## config.mk

```make
export PLATFORM = sky130hd
export DESIGN_NAME = ifr_feature_bank
export DESIGN_NICKNAME = d
export VERILOG_FILES = /design/src/hdl/ifr_pkg.sv /design/src/hdl/ifr_feature_bank.sv /design/src/hdl/ifr_word_rom.sv
export SDC_FILE = /design/constraint.sdc
export NUM_CORES = 1
export LEC_CHECK = 0
export BUFFER_PORTS_ARGS = -buffer_cell sky130_fd_sc_hd__buf_2
export CORE_MARGIN = 1.5
export CORE_UTILIZATION = 51
export CTS_BUF_LIST = sky130_fd_sc_hd__clkbuf_8
export CTS_CLUSTER_DIAMETER = 40
export CTS_CLUSTER_SIZE = 28
export DETAILED_ROUTE_END_ITERATION = 8
export MAX_ROUTING_LAYER = met4
export PLACE_DENSITY = 0.93
export RECOVER_POWER = 50
export SLEW_MARGIN = 10
export SYNTH_ARGS = -nofsm -noshare
export SYNTH_HDL_FRONTEND = slang
export SYNTH_SLANG_ARGS = --single-unit
```

## constraint.sdc

```tcl
create_clock -name clock -period 2.1 [get_ports clock]
set_input_delay 0.315 -clock clock [delete_from_list [all_inputs] [get_ports clock]]
set_output_delay 0.315 -clock clock [all_outputs]
set_load 0.005 [all_outputs]
```

## src/hdl/ifr_pkg.sv

```systemverilog
/*
 Constants and carrier types for the instruction-set feature identification bank.
 Assumes a core-side coprocessor access port in the single core clock domain.
*/
// Function
// - Both words are read-only and return their value only at privilege level one or above; other accesses to them answer undefined.
// - One copy of each word serves secure and non-secure reads alike.
// - Word 0 bits 27:24 read 2: hardware divide in both instruction sets.
// - Word 0 bits 23:20 read 1: software breakpoint supported.
// - Word 0 bits 19:16 read 0: no generic coprocessor instructions.
// - Word 0 bits 15:12 read 1: compare-with-zero-and-branch supported.
// - Word 0 bits 11:8 read 1: bit-field clear, insert and extract supported.
// - Word 0 bits 7:4 read 1: count-leading-zeros supported.
// - Word 0 bits 3:0 read 0: swap only partially supported.
// - Enabled swap does a read then a write, bus never locked between.
// - Word 1 bits 31:28 read 1: bytecode-state branch and state bit.
// - Word 1 bits 27:24 read 3: interworking branches and exchange-like writes.
// - Word 1 bits 23:20 read 1: long immediate moves and add/subtract.
// - Word 1 bits 19:16 read 1: conditional block instruction supported.
// - Word 1 bits 15:12 read 2: extend instructions with dual and accumulate.
// - Word 1 bits 11:8 read 1: exception state save and return instructions.
// - Word 1 bits 7:4 hold the exception-return multiple-transfer code set by EXC_CODE.
package ifr_pkg;

   // Field geometry
   localparam int unsigned IFR_FW = 4;
   localparam int unsigned IFR_F7 = 28;
   localparam int unsigned IFR_F6 = 24;
   localparam int unsigned IFR_F5 = 20;
   localparam int unsigned IFR_F4 = 16;
   localparam int unsigned IFR_F3 = 12;
   localparam int unsigned IFR_F2 = 8;
   localparam int unsigned IFR_F1 = 4;
   localparam int unsigned IFR_F0 = 0;

   // Word 0 field values
   localparam logic [3:0] IFR_W0_RSVD = 4'h0;
   localparam logic [3:0] IFR_W0_DIVIDE = 4'h2;
   localparam logic [3:0] IFR_W0_BREAKPT = 4'h1;
   localparam logic [3:0] IFR_W0_COPROC = 4'h0;
   localparam logic [3:0] IFR_W0_CMP_BR = 4'h1;
   localparam logic [3:0] IFR_W0_BITFLD = 4'h1;
   localparam logic [3:0] IFR_W0_BITCNT = 4'h1;
   localparam logic [3:0] IFR_W0_SWAP = 4'h0;

   // Word 1 field values; the two lowest come in as parameters
   localparam logic [3:0] IFR_W1_BYTECODE = 4'h1;
   localparam logic [3:0] IFR_W1_INTERWORK = 4'h3;
   localparam logic [3:0] IFR_W1_IMMED = 4'h1;
   localparam logic [3:0] IFR_W1_COND_BLK = 4'h1;
   localparam logic [3:0] IFR_W1_EXTEND = 4'h2;
   localparam logic [3:0] IFR_W1_EXC_PROF = 4'h1;
   localparam logic [3:0] IFR_W1_EXC_DFLT = 4'h1;
   localparam logic [3:0] IFR_W1_ENDIAN_DFLT = 4'h1;

   // Coprocessor move encodings that select the two words
   localparam logic [2:0] IFR_OPC1 = 3'h0;
   localparam logic [3:0] IFR_CRN = 4'h0;
   localparam logic [3:0] IFR_CRM = 4'h2;
   localparam logic [2:0] IFR_OPC2_W0 = 3'h0;
   localparam logic [2:0] IFR_OPC2_W1 = 3'h1;

   // Least privilege level that may read
   localparam logic [1:0] IFR_PRIV_MIN = 2'h1;
   localparam logic [31:0] IFR_ZERO = 32'h0000_0000;

   // Coprocessor access request
   typedef struct packed {
      logic [2:0] opc1;
      logic [3:0] crn;
      logic [3:0] crm;
      logic [2:0] opc2;
      logic write;
      logic [1:0] priv;
      logic secure;
   } ifr_cp_req_t;

   // Memory-side request issued by the swap sequencer
   typedef struct packed {
      logic valid;
      logic write;
      logic byte_only;
      logic lock;
      logic [31:0] addr;
      logic [31:0] wdata;
   } ifr_mem_req_t;

   // Swap sequencer states
   typedef enum logic [1:0] {
      IFR_IDLE = 2'b00,
      IFR_SWP_RD = 2'b01,
      IFR_SWP_WR = 2'b10
   } ifr_state_t;

   // True when a request names the given word
   function automatic logic ifr_match(input ifr_cp_req_t r, input logic [2:0] opc2);
      ifr_match = (r.opc1 == IFR_OPC1) && (r.crn == IFR_CRN) &&
                  (r.crm == IFR_CRM) && (r.opc2 == opc2);
   endfunction : ifr_match

endpackage : ifr_pkg

```

## src/hdl/ifr_feature_bank.sv

```systemverilog
/*
 Instruction-set feature identification bank with its coprocessor access
 port, plus the unlocked swap sequencer that the swap field describes.
 Assumes requests arrive synchronous to clock from the core pipeline and
 that the memory side holds ack high for one cycle per accepted request.
*/
`timescale 1ns/1ns
module ifr_feature_bank
   import ifr_pkg::*;
#(
   parameter logic [3:0] EXC_CODE = IFR_W1_EXC_DFLT,
   parameter logic [3:0] ENDIAN_CODE = IFR_W1_ENDIAN_DFLT
)
(
   // Clock and reset
   input wire logic clock,
   input wire logic rst_n,

   // Coprocessor access request
   input wire logic cp_valid,
   input ifr_cp_req_t cp_req,

   // Coprocessor access answer
   output logic cp_rsp_valid,
   output logic [31:0] cp_rsp_data,
   output logic cp_undef,

   // Swap enable bit from the system control register
   input wire logic swap_enable,

   // Swap request from the core
   input wire logic swp_valid,
   input wire logic swp_byte,
   input wire logic [31:0] swp_addr,
   input wire logic [31:0] swp_wdata,
   output logic swp_ready,

   // Swap answer
   output logic swp_done,
   output logic swp_undef,
   output logic [31:0] swp_rdata,

   // Memory port
   output ifr_mem_req_t mem_req,
   input wire logic mem_ack,
   input wire logic [31:0] mem_rdata
);

   // Whole module state in one record
   typedef struct packed {
      ifr_state_t st;
      logic rsp_valid;
      logic rsp_undef;
      logic [31:0] rsp_data;
      logic swp_done;
      logic swp_undef;
      logic [31:0] swp_rdata;
      ifr_mem_req_t mem;
   } ifr_bank_state_t;

   ifr_bank_state_t s_r;
   ifr_bank_state_t s_nxt;

   logic hit0;
   logic hit1;
   logic hit;
   logic priv_ok;
   logic read_ok;
   logic [31:0] rom_word;

   // Reset image of the state record
   localparam ifr_bank_state_t IFR_BANK_RST = '{
      st: IFR_IDLE,
      rsp_valid: 1'b0,
      rsp_undef: 1'b0,
      rsp_data: IFR_ZERO,
      swp_done: 1'b0,
      swp_undef: 1'b0,
      swp_rdata: IFR_ZERO,
      mem: '0
   };

   // Constant feature words
   ifr_word_rom #(
      .EXC_CODE(EXC_CODE),
      .ENDIAN_CODE(ENDIAN_CODE)
   ) u_rom (
      .sel_word1(hit1),
      .word(rom_word)
   );

   // Address decode of the coprocessor move
   always_comb
   begin
      hit0 = ifr_match(cp_req, IFR_OPC2_W0);
      hit1 = ifr_match(cp_req, IFR_OPC2_W1);
      hit = hit0 || hit1;
   end

   // Security state is deliberately ignored: both states see one copy
   assign priv_ok = (cp_req.priv >= IFR_PRIV_MIN);
   assign read_ok = hit && priv_ok && !cp_req.write;

   // Next-state logic for access port and swap sequencer
   always_comb
   begin
      s_nxt = s_r;
      s_nxt.rsp_valid = 1'b0;
      s_nxt.rsp_undef = 1'b0;
      s_nxt.swp_done = 1'b0;
      s_nxt.swp_undef = 1'b0;

      // Access answer, one cycle after the request
      if (cp_valid && hit)
      begin
         s_nxt.rsp_valid = 1'b1;
         if (read_ok)
         begin
            s_nxt.rsp_data = rom_word;
         end
         else
         begin
            // Data left as it was so a refused read leaks nothing
            s_nxt.rsp_undef = 1'b1;
         end
      end

      // Swap sequencer
      case (s_r.st)
         IFR_IDLE:
         begin
            if (swp_valid)
            begin
               if (swap_enable)
               begin
                  s_nxt.mem.valid = 1'b1;
                  s_nxt.mem.write = 1'b0;
                  s_nxt.mem.lock = 1'b0;
                  s_nxt.mem.byte_only = swp_byte;
                  s_nxt.mem.addr = swp_addr;
                  s_nxt.mem.wdata = swp_wdata;
                  s_nxt.st = IFR_SWP_RD;
               end
               else
               begin
                  // Disabled swap is an undefined instruction
                  s_nxt.swp_undef = 1'b1;
               end
            end
         end
         IFR_SWP_RD:
         begin
            if (mem_ack)
            begin
               // Read done; write follows as a separate, unlocked access
               s_nxt.swp_rdata = mem_rdata;
               s_nxt.mem.write = 1'b1;
               s_nxt.mem.lock = 1'b0;
               s_nxt.st = IFR_SWP_WR;
            end
         end
         IFR_SWP_WR:
         begin
            if (mem_ack)
            begin
               s_nxt.mem = '0;
               s_nxt.swp_done = 1'b1;
               s_nxt.st = IFR_IDLE;
            end
         end
         default:
         begin
            s_nxt = IFR_BANK_RST;
         end
      endcase
   end

   // State register
   always_ff @(posedge clock or negedge rst_n)
   begin
      if (!rst_n)
      begin
         s_r <= IFR_BANK_RST;
      end
      else
      begin
         s_r <= s_nxt;
      end
   end

   // Outputs
   assign cp_rsp_valid = s_r.rsp_valid;
   assign cp_rsp_data = s_r.rsp_data;
   assign cp_undef = s_r.rsp_undef;
   assign swp_ready = (s_r.st == IFR_IDLE); // Handshake may be combinational
   assign swp_done = s_r.swp_done;
   assign swp_undef = s_r.swp_undef;
   assign swp_rdata = s_r.swp_rdata;
   assign mem_req = s_r.mem;

endmodule : ifr_feature_bank

```

## src/hdl/ifr_word_rom.sv

```systemverilog
/*
 Constant feature words for the identification bank.
 Assumes the caller picks one word per cycle by select.
*/
`timescale 1ns/1ns
module ifr_word_rom
   import ifr_pkg::*;
#(
   parameter logic [3:0] EXC_CODE = IFR_W1_EXC_DFLT,
   parameter logic [3:0] ENDIAN_CODE = IFR_W1_ENDIAN_DFLT
)
(
   // Selection
   input wire logic sel_word1,
   // Result
   output logic [31:0] word
);

   logic [31:0] word0;
   logic [31:0] word1;

   // Word 0, top field reserved as zero
   always_comb
   begin
      word0 = IFR_ZERO;
      word0[IFR_F7 +: IFR_FW] = IFR_W0_RSVD;
      word0[IFR_F6 +: IFR_FW] = IFR_W0_DIVIDE;
      word0[IFR_F5 +: IFR_FW] = IFR_W0_BREAKPT;
      word0[IFR_F4 +: IFR_FW] = IFR_W0_COPROC;
      word0[IFR_F3 +: IFR_FW] = IFR_W0_CMP_BR;
      word0[IFR_F2 +: IFR_FW] = IFR_W0_BITFLD;
      word0[IFR_F1 +: IFR_FW] = IFR_W0_BITCNT;
      word0[IFR_F0 +: IFR_FW] = IFR_W0_SWAP;
   end

   // Word 1
   always_comb
   begin
      word1 = IFR_ZERO;
      word1[IFR_F7 +: IFR_FW] = IFR_W1_BYTECODE;
      word1[IFR_F6 +: IFR_FW] = IFR_W1_INTERWORK;
      word1[IFR_F5 +: IFR_FW] = IFR_W1_IMMED;
      word1[IFR_F4 +: IFR_FW] = IFR_W1_COND_BLK;
      word1[IFR_F3 +: IFR_FW] = IFR_W1_EXTEND;
      word1[IFR_F2 +: IFR_FW] = IFR_W1_EXC_PROF;
      word1[IFR_F1 +: IFR_FW] = EXC_CODE;
      word1[IFR_F0 +: IFR_FW] = ENDIAN_CODE;
   end

   // Output select
   assign word = sel_word1 ? word1 : word0;

endmodule : ifr_word_rom

```

======== After elaboration in Yosys (flattened, before gate mapping) ========
Index checks and enable logic that the tools add are counted.
storage, ports and cells
  register bits ........................... 138
  input bits .............................. 121
  word-level logic and storage cells ...... 72
operators by class
  eq/ne operators ......................... 10
  bitwise logic cells ..................... 2
  $lt $le $gt $ge ......................... 1
  mux-type cells .......................... 27
  reductions and logical operators ........ 19
operator list
  kind                  number
  $mux W68              3
  $pmux W64 S3          1
  $mux W34              2
  $mux W32              2
  $pmux W32 S2          1
  $mux W29              1
  $pmux W1 S3           4
  $mux W1               8
  $mux W2               4
  $ne A2 B2 Y1 const B  4
  $reduce_and A4 Y1     2
  $logic_and A1 B1 Y1   7
  $logic_not A3 Y1      2
  $pmux W2 S3           1
  $eq A4 B2 Y1 const B  1
  $logic_not A4 Y1      1
  $ne A2 B1 Y1 const B  2
  $reduce_and A2 Y1     2
  $eq A3 B1 Y1 const B  1
  $reduce_or A3 Y1      1
  $eq A2 B1 Y1 const B  1
  $eq A2 B2 Y1 const B  1
  $ge A2 B1 Y1 const B  1
  $logic_not A2 Y1      1
  4 further kinds       5

======== Logic depth before layout (Yosys ltp) ========
Gate-level depths: netlist (run 1).
  depth in word-level cells ............... 10
  gate-level depth with buffers ........... 8
  gate-level depth less buffers ........... 4

======== By module ========
From an unflattened synthesis (run 1), not the netlist that was laid out.
second synthesis, totals
  cells, all modules ...................... 648
  area, all modules ....................... 6,575.1 sq um
modules (own cells, without submodules)
  module            times used  area an instance (sq um)  cells an instance
  ifr_feature_bank  1           6,331.1                   614
  ifr_word_rom      1           244.0                     34

======== Worst setup path after synthesis (run 1) ========
OpenSTA, ideal clock, no wires.
  path kind ............................... reg2reg
  start ................................... register s_r[137] in the netlist's numbering
  end ..................................... register s_r, in the netlist mem_req[37]
  library setup time ...................... 0.134 ns
  data arrival time ....................... 1.214 ns
  buffers on the path ..................... 3
  required time ........................... 1.966 ns
  cell stages (with the launch flop) ...... 7
  setup slack ............................. 0.752 ns
  cells stage by stage .................... dfrtp_1 > buf_4 > nor2_4 > and3_1 > buf_4 > clkbuf_1 > o21ai_0
on the way
  cells in the longest elaborated chain, start to end .. 3
RTL lines
  what                         line                     text
  start, declared              ifr_feature_bank.sv:61   ifr_bank_state_t s_r;
  start signal, assigned       ifr_feature_bank.sv:187  s_r <= s_nxt;
  $logic_not A2 Y1 (*)         n/a
  net swp_ready                ifr_feature_bank.sv:36   output logic swp_ready,
  $ne A2 B2 Y1 (no line)       n/a
  $reduce_and A4 Y1 (no line)  n/a
The timed path passes the listed nets; every way through them passes the cells marked *.
A chain may end at the register's enable or synchronous reset.

======== Worst setup path in the final report (run 1) ========
  start ................................... register s_r[137] in the netlist's numbering
  end ..................................... register s_r, in the netlist mem_req[19]
on the way
  cells in the longest elaborated chain, start to end .. 3
RTL lines
  what                                                  line                     text
  $eq A2 B2 Y1, or another cell as far along            ifr_feature_bank.sv:129  case (s_r.st)
  $ne A2 B2 Y1 (no line) or $not A1 Y1 (tied branches)  n/a
  $reduce_and A4 Y1 (no line)                           n/a
Parallel ways exist; a longest one is shown, timed or not.

==> results of run 1 <==
[power by group]
group	total (mW)	leakage (nW)	switching, mW	internal, mW
clock network	1.31	0.105	0.710	0.600
registers	3.17	1.37	0.408	2.77
logic	1.92	1.52	0.963	0.956
[layout make-up]
cell class | count | area [µm²]
Fill cell | 909 | 4120
Sequential cell | 107 | 2680
Multi-Input combinational cell | 281 | 1380
Timing Repair Buffer | 244 | 1260
Tap cell | 133 | 166
Clock buffer | 10 | 138
Clock inverter | 6 | 71.3
[registers in the layout, summed over array words and instances (netlist names)]
signal,cells
cp_rsp_data,3
cp_rsp_valid,1
cp_undef,1
mem_req,66
s_r,2
swp_done,1
swp_rdata,32
swp_undef,1
[cell families (layout without fill, tap and decap cells)]
family | after synthesis | count (layout)
other | 1 | 23
AOI/OAI and AO/OA | 104 | 104
buffers and inverters | 163 | 260
DFF | 107 | 107
muxes | 2 | 2
and+or+nand+nor | 152 | 152
[repair_timing]
item,4_1_cts,5_1_grt
hold endpoints to repair,37,0
endpoints found under the setup margin,0,0
hold buffers,1,0
[placed cells by master, fill, tap and decap left out, drive strengths merged, types with 3 or more instances in the layout]
| master | synthesis | final |
|---|---|---|
| buf | 154 | 203 |
| nand2 | 136 | 136 |
| dfrtp | 107 | 107 |
| o21ai | 67 | 67 |
| clkbuf | 9 | 50 |
| a22o | 32 | 32 |
| conb | 1 | 23 |
| nor2 | 6 | 6 |
| inv | 0 | 3 |
[metal layers]
metal,vias up,global-route usage
met1,1756,0.236
met2,144,0.360
met3,21,0.0403
met5,-,-
met4,0,0.0794
li1,1791,-
[metrics by stage]
stage          setup slack (ps)  total power, mW  hold slack, ps
2_1_floorplan               752             5.10            19.4
3_3_place_gp                487             5.09             314
3_5_place_dp                442             5.21             315
4_1_cts                     404             6.53             112
5_1_grt                     211             6.86             118
6_report                    390             6.40             127
[worst max-delay path, stage by stage, from the launching register on]
cell,delay [ps]
sky130_fd_sc_hd__dfrtp_1,530
sky130_fd_sc_hd__nor2_1,230
sky130_fd_sc_hd__and3_4,410
sky130_fd_sc_hd__buf_12,260
sky130_fd_sc_hd__o21ai_0,140
[worst paths after layout]
check	start	endpoint	cells past startpoint
worst min register to register	mem_req[67]	mem_req[67]	1
worst max register to register	s_r[137]	mem_req[19]	4
max in group asynchronous	rst_n	mem_req[41]	3
worst min-delay path	swap_enable	swp_undef	2
min in group asynchronous	rst_n	swp_rdata[10]	2
worst max-delay path	s_r[137]	mem_req[19]	4
==> summary.md, run 1 <==
In the routed design, unresolved DRC markers number 0. Between clock sinks in the finished design, the worst skew comes to 10.1 ps. The number of antenna repair diodes was 0.

The tools report the kind of launch point of the worst setup path as a flop. The share of async-settable or async-resettable flops after synthesis is 1.00, and the worst voltage drop across the vdd grid is 527 µV. Share of the synthesized area in the top cell type: 0.518. In this run the count of I/O pins placed on the die edge is 258. The maximum net fanout on the critical path works out to 51. The instance area at placement came out at 5540 µm². The fraction of layout cells with a size suffix above 1 is 0.347.

The fraction of the yosys area taken by sequential cells was 0.518; the buffers inserted during post-CTS setup optimization was 0. The floorplan step defined a die boundary enclosing 10,800 µm². The number of clock buffers added by TritonCTS is 9. The horizontal die dimension was 104 µm. The simple-gate area share of the yosys netlist was 0.119; the number of levels in the clock H-tree was 3. The number of endpoints with negative hold slack in the final report was 0; the number of iterations in the first detailed-routing pass was 4. Aggregate global-route resource usage: 0.206.

The standby leakage power is 3.00 nW. Fraction of the core area covered by cells at the end of the flow: 0.580. The worst setup path is captured at a flop. For this run, the leading register cell type out of synthesis is sky130_fd_sc_hd__dfrtp_1.

In the post-synthesis netlist, the biggest area contributors are sky130_fd_sc_hd__dfrtp_1 (52%), sky130_fd_sc_hd__buf_4 (20%), sky130_fd_sc_hd__nand2_1 (9.9%). The initial core utilization came out at 0.527. After detailed placement, the design holds a cell count of 764. For this run the aggregate overflow at the end of global routing stands at 0.

Of all cell types, the one taking the most synthesized area is sky130_fd_sc_hd__dfrtp_1. For the number of warnings printed during yosys synthesis, the log shows 0. Dominant combinational cell family by area after synthesis: buffers and inverters. Setup repair after global routing left no endpoint under its margin.

Summed over all layers, the routed wires come to 10,700 µm. The synthesized design contains 0 enable-type register cells. The first-pass GRT wire length was 17,400 µm; the count of endpoints failing setup in the final report was 0. The number of antenna violations at the first check in global routing is 0, and the number of distinct library cells after synthesis is 25. The placeable core area is 9820 µm². Detailed placement finished with a half-perimeter wire length of 8120 µm.

Detail-routed via count per cell: 4.75. The detailed-route via count is 3,712, and the signed area change from the synthesized netlist to the final layout is 10.2%. Buffers placed on the I/O ports in this run total 233. At the end of routability-driven placement, the weighted congestion stood at 0.794. Share of the synthesized area in compound gates (AO/OA/AOI/OAI): 0.126. In this run the mean area of a mapped cell was 9.78 µm².

Once layout is complete, the cells apart from fillers number 781. In this run the worst hold path is classified as in2reg. The source-to-sink clock delay at the later pin of the worst-skew pair was 360 ps. The die is 104 µm tall. Relative slew slack: 0.347. The logs give 629 µm for the wire length on met3 and 5170 µm² for the netlist area before placement.

Across the run, the number of max-cap violations was 0. In this run the register-to-register setup slack is 390 ps. For this design the ratio of total power to cell area is 1120 nW/µm².

Uppermost signal routing layer after detailed routing: met4. The most used standard cell by instance count after synthesis is sky130_fd_sc_hd__nand2_1. Clock-pin slew was measured on the worst setup and hold paths at 100 ps. In the final timing run, aggregate negative setup slack is 0 ps. The run finished with clean final reports. Data on the critical path is required at its endpoint by 2330 ps. The commonest cells after synthesis are sky130_fd_sc_hd__nand2_1 (136), sky130_fd_sc_hd__buf_4 (135), sky130_fd_sc_hd__dfrtp_1 (107).

In this run the remaining antenna-violating nets after routing total 0. Type of the worst setup path: reg2reg. TritonCTS built the clock tree.

The shortest period the worst path allows works out to 1710 ps. The post-synthesis cell count was 529. The run gives 0 as the count of pins over their slew limit. The sum of routed wire segments on met1 was 4190 µm; the synthesized flop and latch total was 107. In this run, the number of DRC markers left after iteration 0 of detailed routing was 249.

The floorplan has 36 rows. The XOR/XNOR share of the synthesized area is 0. For the pin with the worst max-slew slack, the measured transition is 979 ps. The proportion of synthesized area in mux cells is 0.00387, and the part of the cycle the worst path needs is 0.814. The net count of the finished layout is 764. The largest net degree at the start of global routing was 57. The tree built by TritonCTS fans out to 107 sinks. The tree is rooted in a sky130_fd_sc_hd__clkbuf_8. The adder-cell share of the synthesized area is 0, and the wire length on met2 is 5690 µm. The arrival time at the worst endpoint was 1940 ps; the achievable clock frequency was 0.585 GHz.

After clock tree synthesis, the repair step resized 0 gates. The via count of the first global-routing pass was 3,652; the routed wire length per instance was 13.7 µm. In this run the deepest clock path goes through 2 buffers. The final design instance area without fill came out at 5700 µm².
(Power assumes the default switching activity.)
==> run 2, diff against run 1 <==
--- a/config.mk
+++ b/config.mk
@@ -7,13 +7,13 @@
 export LEC_CHECK = 0
 export BUFFER_PORTS_ARGS = -buffer_cell sky130_fd_sc_hd__buf_2
 export CORE_MARGIN = 1.5
-export CORE_UTILIZATION = 51
+export CORE_UTILIZATION = 48
 export CTS_BUF_LIST = sky130_fd_sc_hd__clkbuf_8
 export CTS_CLUSTER_DIAMETER = 40
 export CTS_CLUSTER_SIZE = 28
 export DETAILED_ROUTE_END_ITERATION = 8
 export MAX_ROUTING_LAYER = met4
-export PLACE_DENSITY = 0.93
+export PLACE_DENSITY = 0.88
 export RECOVER_POWER = 50
 export SLEW_MARGIN = 10
 export SYNTH_ARGS = -nofsm -noshare
==> constraint.sdc (replaced) <==
create_clock -name clock -period 1.75 [get_ports clock]
set_input_delay 0.2625 -clock clock [delete_from_list [all_inputs] [get_ports clock]]
set_output_delay 0.2625 -clock clock [all_outputs]
set_load 0.005 [all_outputs]
==> summary.md, run 2 (synthesis results as in run 1) <==
The number of buffers created by CTS was 9 (unchanged); the setup skew after layout was 11.7 ps (was 10.1 ps). The logs give 7930 µm (was 8120 µm) for the HPWL after detailed placement and 0.657 GHz (was 0.585 GHz) for the achievable clock frequency. The count of endpoints failing setup in the final report came out at 0 (unchanged).

The shortest period the worst path allows is 1520 ps (was 1710 ps). The via count of the first global-routing pass is 3,388 (was 3,652). The maximum buffer depth of the clock tree is 2 (unchanged). CP cell instances: and3b_1 > buf_4 > a22o_1 (was nor2_1 > and3_4 > buf_12 > o21ai_0). The chip height works out to 107 µm (was 104 µm). The end point of the worst hold path is swp_undef (unchanged). The power density over cell area was 1350 nW/µm² (was 1120 nW/µm²); the largest net degree at the start of global routing was 58 (was 57). The depth of the worst register-to-register path is 3 (was 4), and the detail-routed via count per cell is 4.72 (was 4.75). The standby leakage power came out at 3.03 nW (was 3.00 nW). The run gives 3,706 (was 3,712) as the detailed-route via count. The initial core utilization was 0.499 (was 0.527).

The run gives 0 (unchanged) as the number of design rule violations left after detail routing. Beginning of the worst hold path: swap_enable (unchanged). The row count is 37 (was 36), and the slew at the pin with the worst max-slew slack is 824 ps (was 979 ps). The buffers inserted during post-CTS setup optimization is 0 (unchanged), and the number of nets with antenna violations after detailed routing is 0 (unchanged). The run gives 16,500 µm (was 17,400 µm) as the first-pass GRT wire length. The maximum net fanout on the critical path is 27 (was 51).

The quantity of I/O buffers inserted on ports came out at 233 (unchanged). The logs give 228 ps (was 390 ps) for the post-route worst setup slack and 0 (unchanged) for the post-cts gate resize count. The delay of the slowest cell on the worst path was 570 ps (was 530 ps); the final global-route overflow total was 0 (unchanged). The leading cell type in the layout, fill and taps excluded is sky130_fd_sc_hd__buf_2 (unchanged). The part of the cycle the worst path needs was 0.869 (was 0.814). The signed area change from the synthesized netlist to the final layout came out at 10.6% (was 10.2%). Count of pins over their slew limit: 0 (unchanged). The worst flop-to-flop path startpoint was s_r[136] (was s_r[137]).

Most used cells in the layout excluding fill and tap cells: sky130_fd_sc_hd__buf_2 (200), sky130_fd_sc_hd__nand2_1 (136), sky130_fd_sc_hd__dfrtp_1 (107), sky130_fd_sc_hd__o21ai_0 (47), sky130_fd_sc_hd__clkbuf_1 (33) (was sky130_fd_sc_hd__buf_2 (193), sky130_fd_sc_hd__nand2_1 (136), sky130_fd_sc_hd__dfrtp_1 (107), sky130_fd_sc_hd__o21ai_0 (47), sky130_fd_sc_hd__clkbuf_1 (38)). The clock edge transition at the registers on the reported setup and hold paths came out at 110 ps (was 100 ps). TritonCTS built the clock tree. For the number of endpoints with negative hold slack in the final report, the log shows 0 (unchanged). The tools report the iteration-0 DRC count of the detailed router as 209 (was 249). The flip-flop count of the largest register after layout was 66 (unchanged). Path class of the lowest-slack min-delay path: in2reg (unchanged). For the number of iterations in the first detailed-routing pass, the log shows 4 (unchanged). The arrival time at the worst endpoint was 1810 ps (was 1940 ps); the source-to-sink clock delay at the later pin of the worst-skew pair was 360 ps (about the same). The horizontal die dimension is 107 µm (was 104 µm).

The tools report the buffer type at the clock tree root as sky130_fd_sc_hd__clkbuf_8 (unchanged). For the number of clock sinks, the log shows 107 (unchanged). The run finished with clean final reports. The routed wire length per instance is 13.5 µm (was 13.7 µm).

The overall routed net length is 10,600 µm (was 10,700 µm). The end of the worst register-to-register path is swp_rdata[3] (was mem_req[19]). Setup repair after global routing left no endpoint under its margin.

The number of antenna violations at the first check in global routing was 0 (unchanged); the placeable core area was 10,400 µm² (was 9820 µm²). Data required time of the critical path: 2040 ps (was 2330 ps). The number of buffers inserted for hold repair after clock tree synthesis was 1 (unchanged); the total negative slack was 0 ps (unchanged). The type of the worst setup path was reg2reg (unchanged). The logs give 258 (unchanged) for the top-level I/O count and 216 ps (was 442 ps) for the pre-CTS worst setup slack. The final-stage net count came out at 765 (was 764). The endpoint class of the critical path is a flop (unchanged). Number of violations of the max-capacitance limit: 0 (unchanged). The kind of launch point of the worst setup path is a flop (unchanged). The setup slack on the worst flop-to-flop path is 230 ps (was 390 ps), and the worst hold path cell count is 2 (unchanged). The number of levels in the clock H-tree was 3 (unchanged); the area of the die was 11,400 µm² (was 10,800 µm²). The routability congestion estimate was 0.753 (was 0.794); the worst voltage drop across the vdd grid was 732 µV (was 527 µV).

The slowest cell on the critical path was sky130_fd_sc_hd__dfrtp_1 (unchanged). For the aggregate global-route resource usage, the log shows 0.190 (was 0.206). The relative slew slack is 0.450 (was 0.347). The fraction of layout cells with a size suffix above 1 is 0.356 (was 0.347). Number of antenna repair diodes: 0 (unchanged).
==> run 2: layout make-up <==
class / count / area (µm²)
Timing Repair Buffer: 245 / 1270
Multi-Input combinational cell: 281 / 1380
Clock inverter: 7 / 92.6
Tap cell: 136 / 170
Clock buffer: 9 / 124
Sequential cell: 107 / 2680
Fill cell: 977 / 4650
==> run 2: critical path, delay by kind of cell, from the launching register on <==
kind | cells | cell delay, ps
flip-flops | 1 | 570
AND/OR/NAND/NOR | 1 | 340
buffers and inverters | 1 | 340
AO/OA/AOI/OAI | 1 | 200
==> run 2: metal layers <==
layer / routed length (µm) / vias up / track usage
met2: 5400 / 164 / 0.311
met3: 650 / 20 / 0.0383
met5: 0 / - / -
met1: 4340 / 1730 / 0.237
met4: 201 / 0 / 0.0629
li1: - / 1792 / -
==> run 2: stage by stage <==
| stage | std cells | power (mW) | util | cell area [µm²] | hold slack, ps |
|---|---|---|---|---|---|
| after CTS | 785 | 7.87 | 0.557 | 5780 | 40.4 |
| after global placement | 768 | 6.12 | 0.535 | 5550 | 228 |
| after detailed placement | 768 | 6.26 | 0.535 | 5550 | 231 |
| after global routing | 785 | 8.29 | 0.552 | 5720 | 38.4 |
| final | 785 | 7.71 | 0.552 | 5720 | 63.4 |
| after floorplan | 551 | 6.12 | - | 5250 | -33.1 |
==> run 2: report_power, final <==
group | switching, mW | leakage, nW | internal (mW)
Clock | 0.900 | 0.109 | 0.703
Sequential | 0.487 | 1.37 | 3.32
Combinational | 1.15 | 1.54 | 1.16
Total | 2.54 | 3.03 | 5.18
==> run 2: how the worst max path moves through the flow <==
| stage | start | endpoint | slack, ps | cells after the start |
|---|---|---|---|---|
| 6_report | s_r[136] | swp_rdata[3] | 230 | 3 |
| 3_5_place_dp | s_r[136] | swp_rdata[3] | 220 | 3 |
| 5_1_grt | s_r[136] | mem_req[41] | 70 | 5 |
| 2_1_floorplan | s_r[137] | mem_req[37] | 400 | 6 |
| 3_3_place_gp | s_r[136] | swp_rdata[18] | 270 | 3 |
| 4_1_cts | s_r[136] | swp_rdata[3] | 170 | 3 |
==> run 3, diff against run 2 <==
==> constraint.sdc (replaced) <==
create_clock -name clock -period 1.7 [get_ports clock]
set_input_delay 0.255 -clock clock [delete_from_list [all_inputs] [get_ports clock]]
set_output_delay 0.255 -clock clock [all_outputs]
set_load 0.005 [all_outputs]
==> summary.md, run 3 (synthesis results as in run 1) <==
For the wire length on met3, the log shows 605 µm (was 650 µm). The number of nets with antenna violations after detailed routing came out at 0 (unchanged). The detailed-route via count was 3,699 (was 3,706); the quantity of I/O buffers inserted on ports was 233 (unchanged).

Via count of the first global-routing pass: 3,450 (was 3,388). The tools report the end point of the worst hold path as swp_undef (unchanged). The run gives 0.667 GHz (was 0.657 GHz) as the achievable clock frequency. The shortest period the worst path allows was 1500 ps (was 1520 ps); the post-route worst setup slack was 201 ps (was 228 ps). The number of violations of the max-capacitance limit is 0 (unchanged). The tools report the standby leakage power as 3.06 nW (was 3.03 nW).

The clock edge transition at the registers on the reported setup and hold paths works out to 110 ps (about the same). Source-to-sink clock delay at the later pin of the worst-skew pair: 360 ps (about the same). The area of the die was 11,400 µm² (unchanged); the total negative slack was 0 ps (unchanged). The logs give 58 (unchanged) for the largest net degree at the start of global routing and 5.49 mW (was 5.18 mW) for the internal power contribution. Worst hold path cell count: 2 (unchanged).

Final global-route overflow total: 0 (unchanged). The relative slew slack is 0.457 (was 0.450), and the net switching power figure is 2.61 mW (was 2.54 mW). TritonCTS built the clock tree. The setup slack on the worst flop-to-flop path was 200 ps (was 230 ps); the routed wire length per instance was 13.8 µm (was 13.5 µm).

The flip-flop count of the largest register after layout was 66 (unchanged). The wire length on met2 was 5760 µm (was 5400 µm); the maximum net fanout on the critical path was 51 (was 27). The tools report the worst flop-to-flop path startpoint as s_r[136] (unchanged).

The sum of routed wire segments on met1 was 4270 µm (was 4340 µm). The leading cell type in the layout, fill and taps excluded is sky130_fd_sc_hd__buf_2 (unchanged). Post-cts gate resize count: 0 (unchanged). The tools report the count of endpoints failing setup in the final report as 0 (unchanged).

The proportion of power drawn by the clock network is 0.218 (was 0.208). Setup skew after layout: 8.49 ps (was 11.7 ps). The run finished with clean final reports. The slew at the pin with the worst max-slew slack is 815 ps (was 824 ps). The detail-routed via count per cell was 4.72 (about the same); the number of buffers created by CTS was 9 (unchanged). For the logic gate share of total power, the log shows 0.297 (was 0.299). The row count was 37 (unchanged).

Beginning of the worst hold path: swap_enable (unchanged). The depth of the worst register-to-register path is 4 (was 3), and the final cell count without fillers is 784 (was 785). The run gives 16,800 µm (was 16,500 µm) as the first-pass GRT wire length.

Worst voltage drop across the vdd grid: 663 µV (was 732 µV). The tools report the sequential fraction of design power as 0.485 (was 0.493). The tools report the kind of launch point of the worst setup path as a flop (unchanged). The data required time of the critical path came out at 1930 ps (was 2040 ps). Final-stage net count: 764 (was 765). Count of pins over their slew limit: 0 (unchanged).

The pre-CTS worst setup slack is 208 ps (was 216 ps), and the number of design rule violations left after detail routing is 0 (unchanged). The fraction of the core area covered by cells at the end of the flow came out at 0.556 (was 0.552). The maximum buffer depth of the clock tree came out at 2 (unchanged). Fraction of layout cells with a size suffix above 1: 0.367 (was 0.356). The end of the worst register-to-register path is mem_req[17] (was swp_rdata[3]).

Number of antenna violations at the first check in global routing: 0 (unchanged). Most used cells in the layout excluding fill and tap cells: sky130_fd_sc_hd__buf_2 (206), sky130_fd_sc_hd__nand2_1 (136), sky130_fd_sc_hd__dfrtp_1 (107), sky130_fd_sc_hd__o21ai_0 (47), sky130_fd_sc_hd__a22o_1 (32) (was sky130_fd_sc_hd__buf_2 (200), sky130_fd_sc_hd__nand2_1 (136), sky130_fd_sc_hd__dfrtp_1 (107), sky130_fd_sc_hd__o21ai_0 (47), sky130_fd_sc_hd__clkbuf_1 (33)). The top-level I/O count was 258 (unchanged).

The type of the worst setup path was reg2reg (unchanged). For the number of endpoints with negative hold slack in the final report, the log shows 0 (unchanged). The buffer type at the clock tree root is sky130_fd_sc_hd__clkbuf_8 (unchanged). The power density over cell area works out to 1410 nW/µm² (was 1350 nW/µm²). Setup repair after global routing left no endpoint under its margin.

For the iteration-0 DRC count of the detailed router, the log shows 209 (unchanged). The number of iterations in the first detailed-routing pass is 4 (unchanged). Arrival time at the worst endpoint: 1730 ps (was 1810 ps).

The HPWL after detailed placement was 8050 µm (was 7930 µm). The uppermost signal routing layer after detailed routing is met4 (unchanged). The signed area change from the synthesized netlist to the final layout was 11.4% (was 10.6%). The path class of the lowest-slack min-delay path is in2reg (unchanged). The tools report the overall routed net length as 10,800 µm (was 10,600 µm). The logs give 0 (unchanged) for the number of antenna repair diodes and 767 (was 768) for the total instance count after detailed placement.

The number of clock sinks was 107 (unchanged); the initial core utilization was 0.499 (unchanged). The placeable core area is 10,400 µm² (unchanged), and the horizontal die dimension is 107 µm (unchanged). The part of the cycle the worst path needs was 0.882 (was 0.869). Endpoint class of the critical path: a flop (unchanged). The switching share of power is 0.322 (was 0.329). Aggregate global-route resource usage: 0.193 (was 0.190).

The logs give 63.2 ps (was 63.4 ps) for the final hold slack and 3 (unchanged) for the number of levels in the clock H-tree. The routability congestion estimate is 0.743 (was 0.753), and the chip height is 107 µm (unchanged).
[run 3: cell count changes in the layout (fill, tap and decap cells not counted), sizes merged]
cell,before,now
clkinv,2,1
inv,4,3
bufinv,1,2
clkbuf,43,37
clkinvlp,0,1
buf,210,215
[run 3: how the worst max path moves through the flow]
stage              from          end  slack [ps]  cells past startpoint
4_1_cts        s_r[136]  mem_req[57]         180                      4
6_report       s_r[136]  mem_req[17]         200                      4
5_1_grt        s_r[136]  mem_req[57]          90                      4
3_3_place_gp   s_r[136]  mem_req[51]         290                      4
2_1_floorplan  s_r[137]  mem_req[37]         350                      6
3_5_place_dp   s_r[136]  mem_req[57]         210                      4
[run 3: per-stage QoR]
step	instance area (µm²)	power [mW]
5_1_grt	5760	8.67
4_1_cts	5800	8.23
6_report	5760	8.10
3_5_place_dp	5560	6.45
3_3_place_gp	5560	6.30
2_1_floorplan	5250	6.30
[run 3: final cells by class]
cell class	instances	area [µm²]
fillers	945	4610
clock buffers	9	124
clock inverters	7	108
flip-flops and latches	107	2680
multi-input cells	281	1390
well taps	136	170
repair buffers	244	1290
[run 3: power by group through the flow]
| stage | clock (mW) | sequential [mW] | combinational, mW |
|---|---|---|---|
| floorplan | 0 | 3.82 | 2.48 |
| global placement | 0 | 3.92 | 2.38 |
| detailed placement | 0 | 3.96 | 2.49 |
| CTS | 1.82 | 3.92 | 2.49 |
| global route | 1.94 | 4.05 | 2.68 |
| finish | 1.77 | 3.93 | 2.40 |
[run 3: repair_timing]
action / 4_1_cts / 5_1_grt
hold buffers: 1 / 0
buffers inserted: 0 / 0
endpoints found under the hold margin: 28 / 0
[run 3: critical path, stage by stage (launching register included)]
cell and delay, ps:
sky130_fd_sc_hd__dfrtp_1 540, sky130_fd_sc_hd__nor2_4 190, sky130_fd_sc_hd__and3_4 240, sky130_fd_sc_hd__buf_12 220
sky130_fd_sc_hd__o21ai_0 150
[run 3: per-layer routing]
layer / up-vias / global-route usage
li1: 1794 / -
met2: 155 / 0.342
met1: 1738 / 0.225
met5: - / -
met4: 0 / 0.0533
met3: 12 / 0.0359
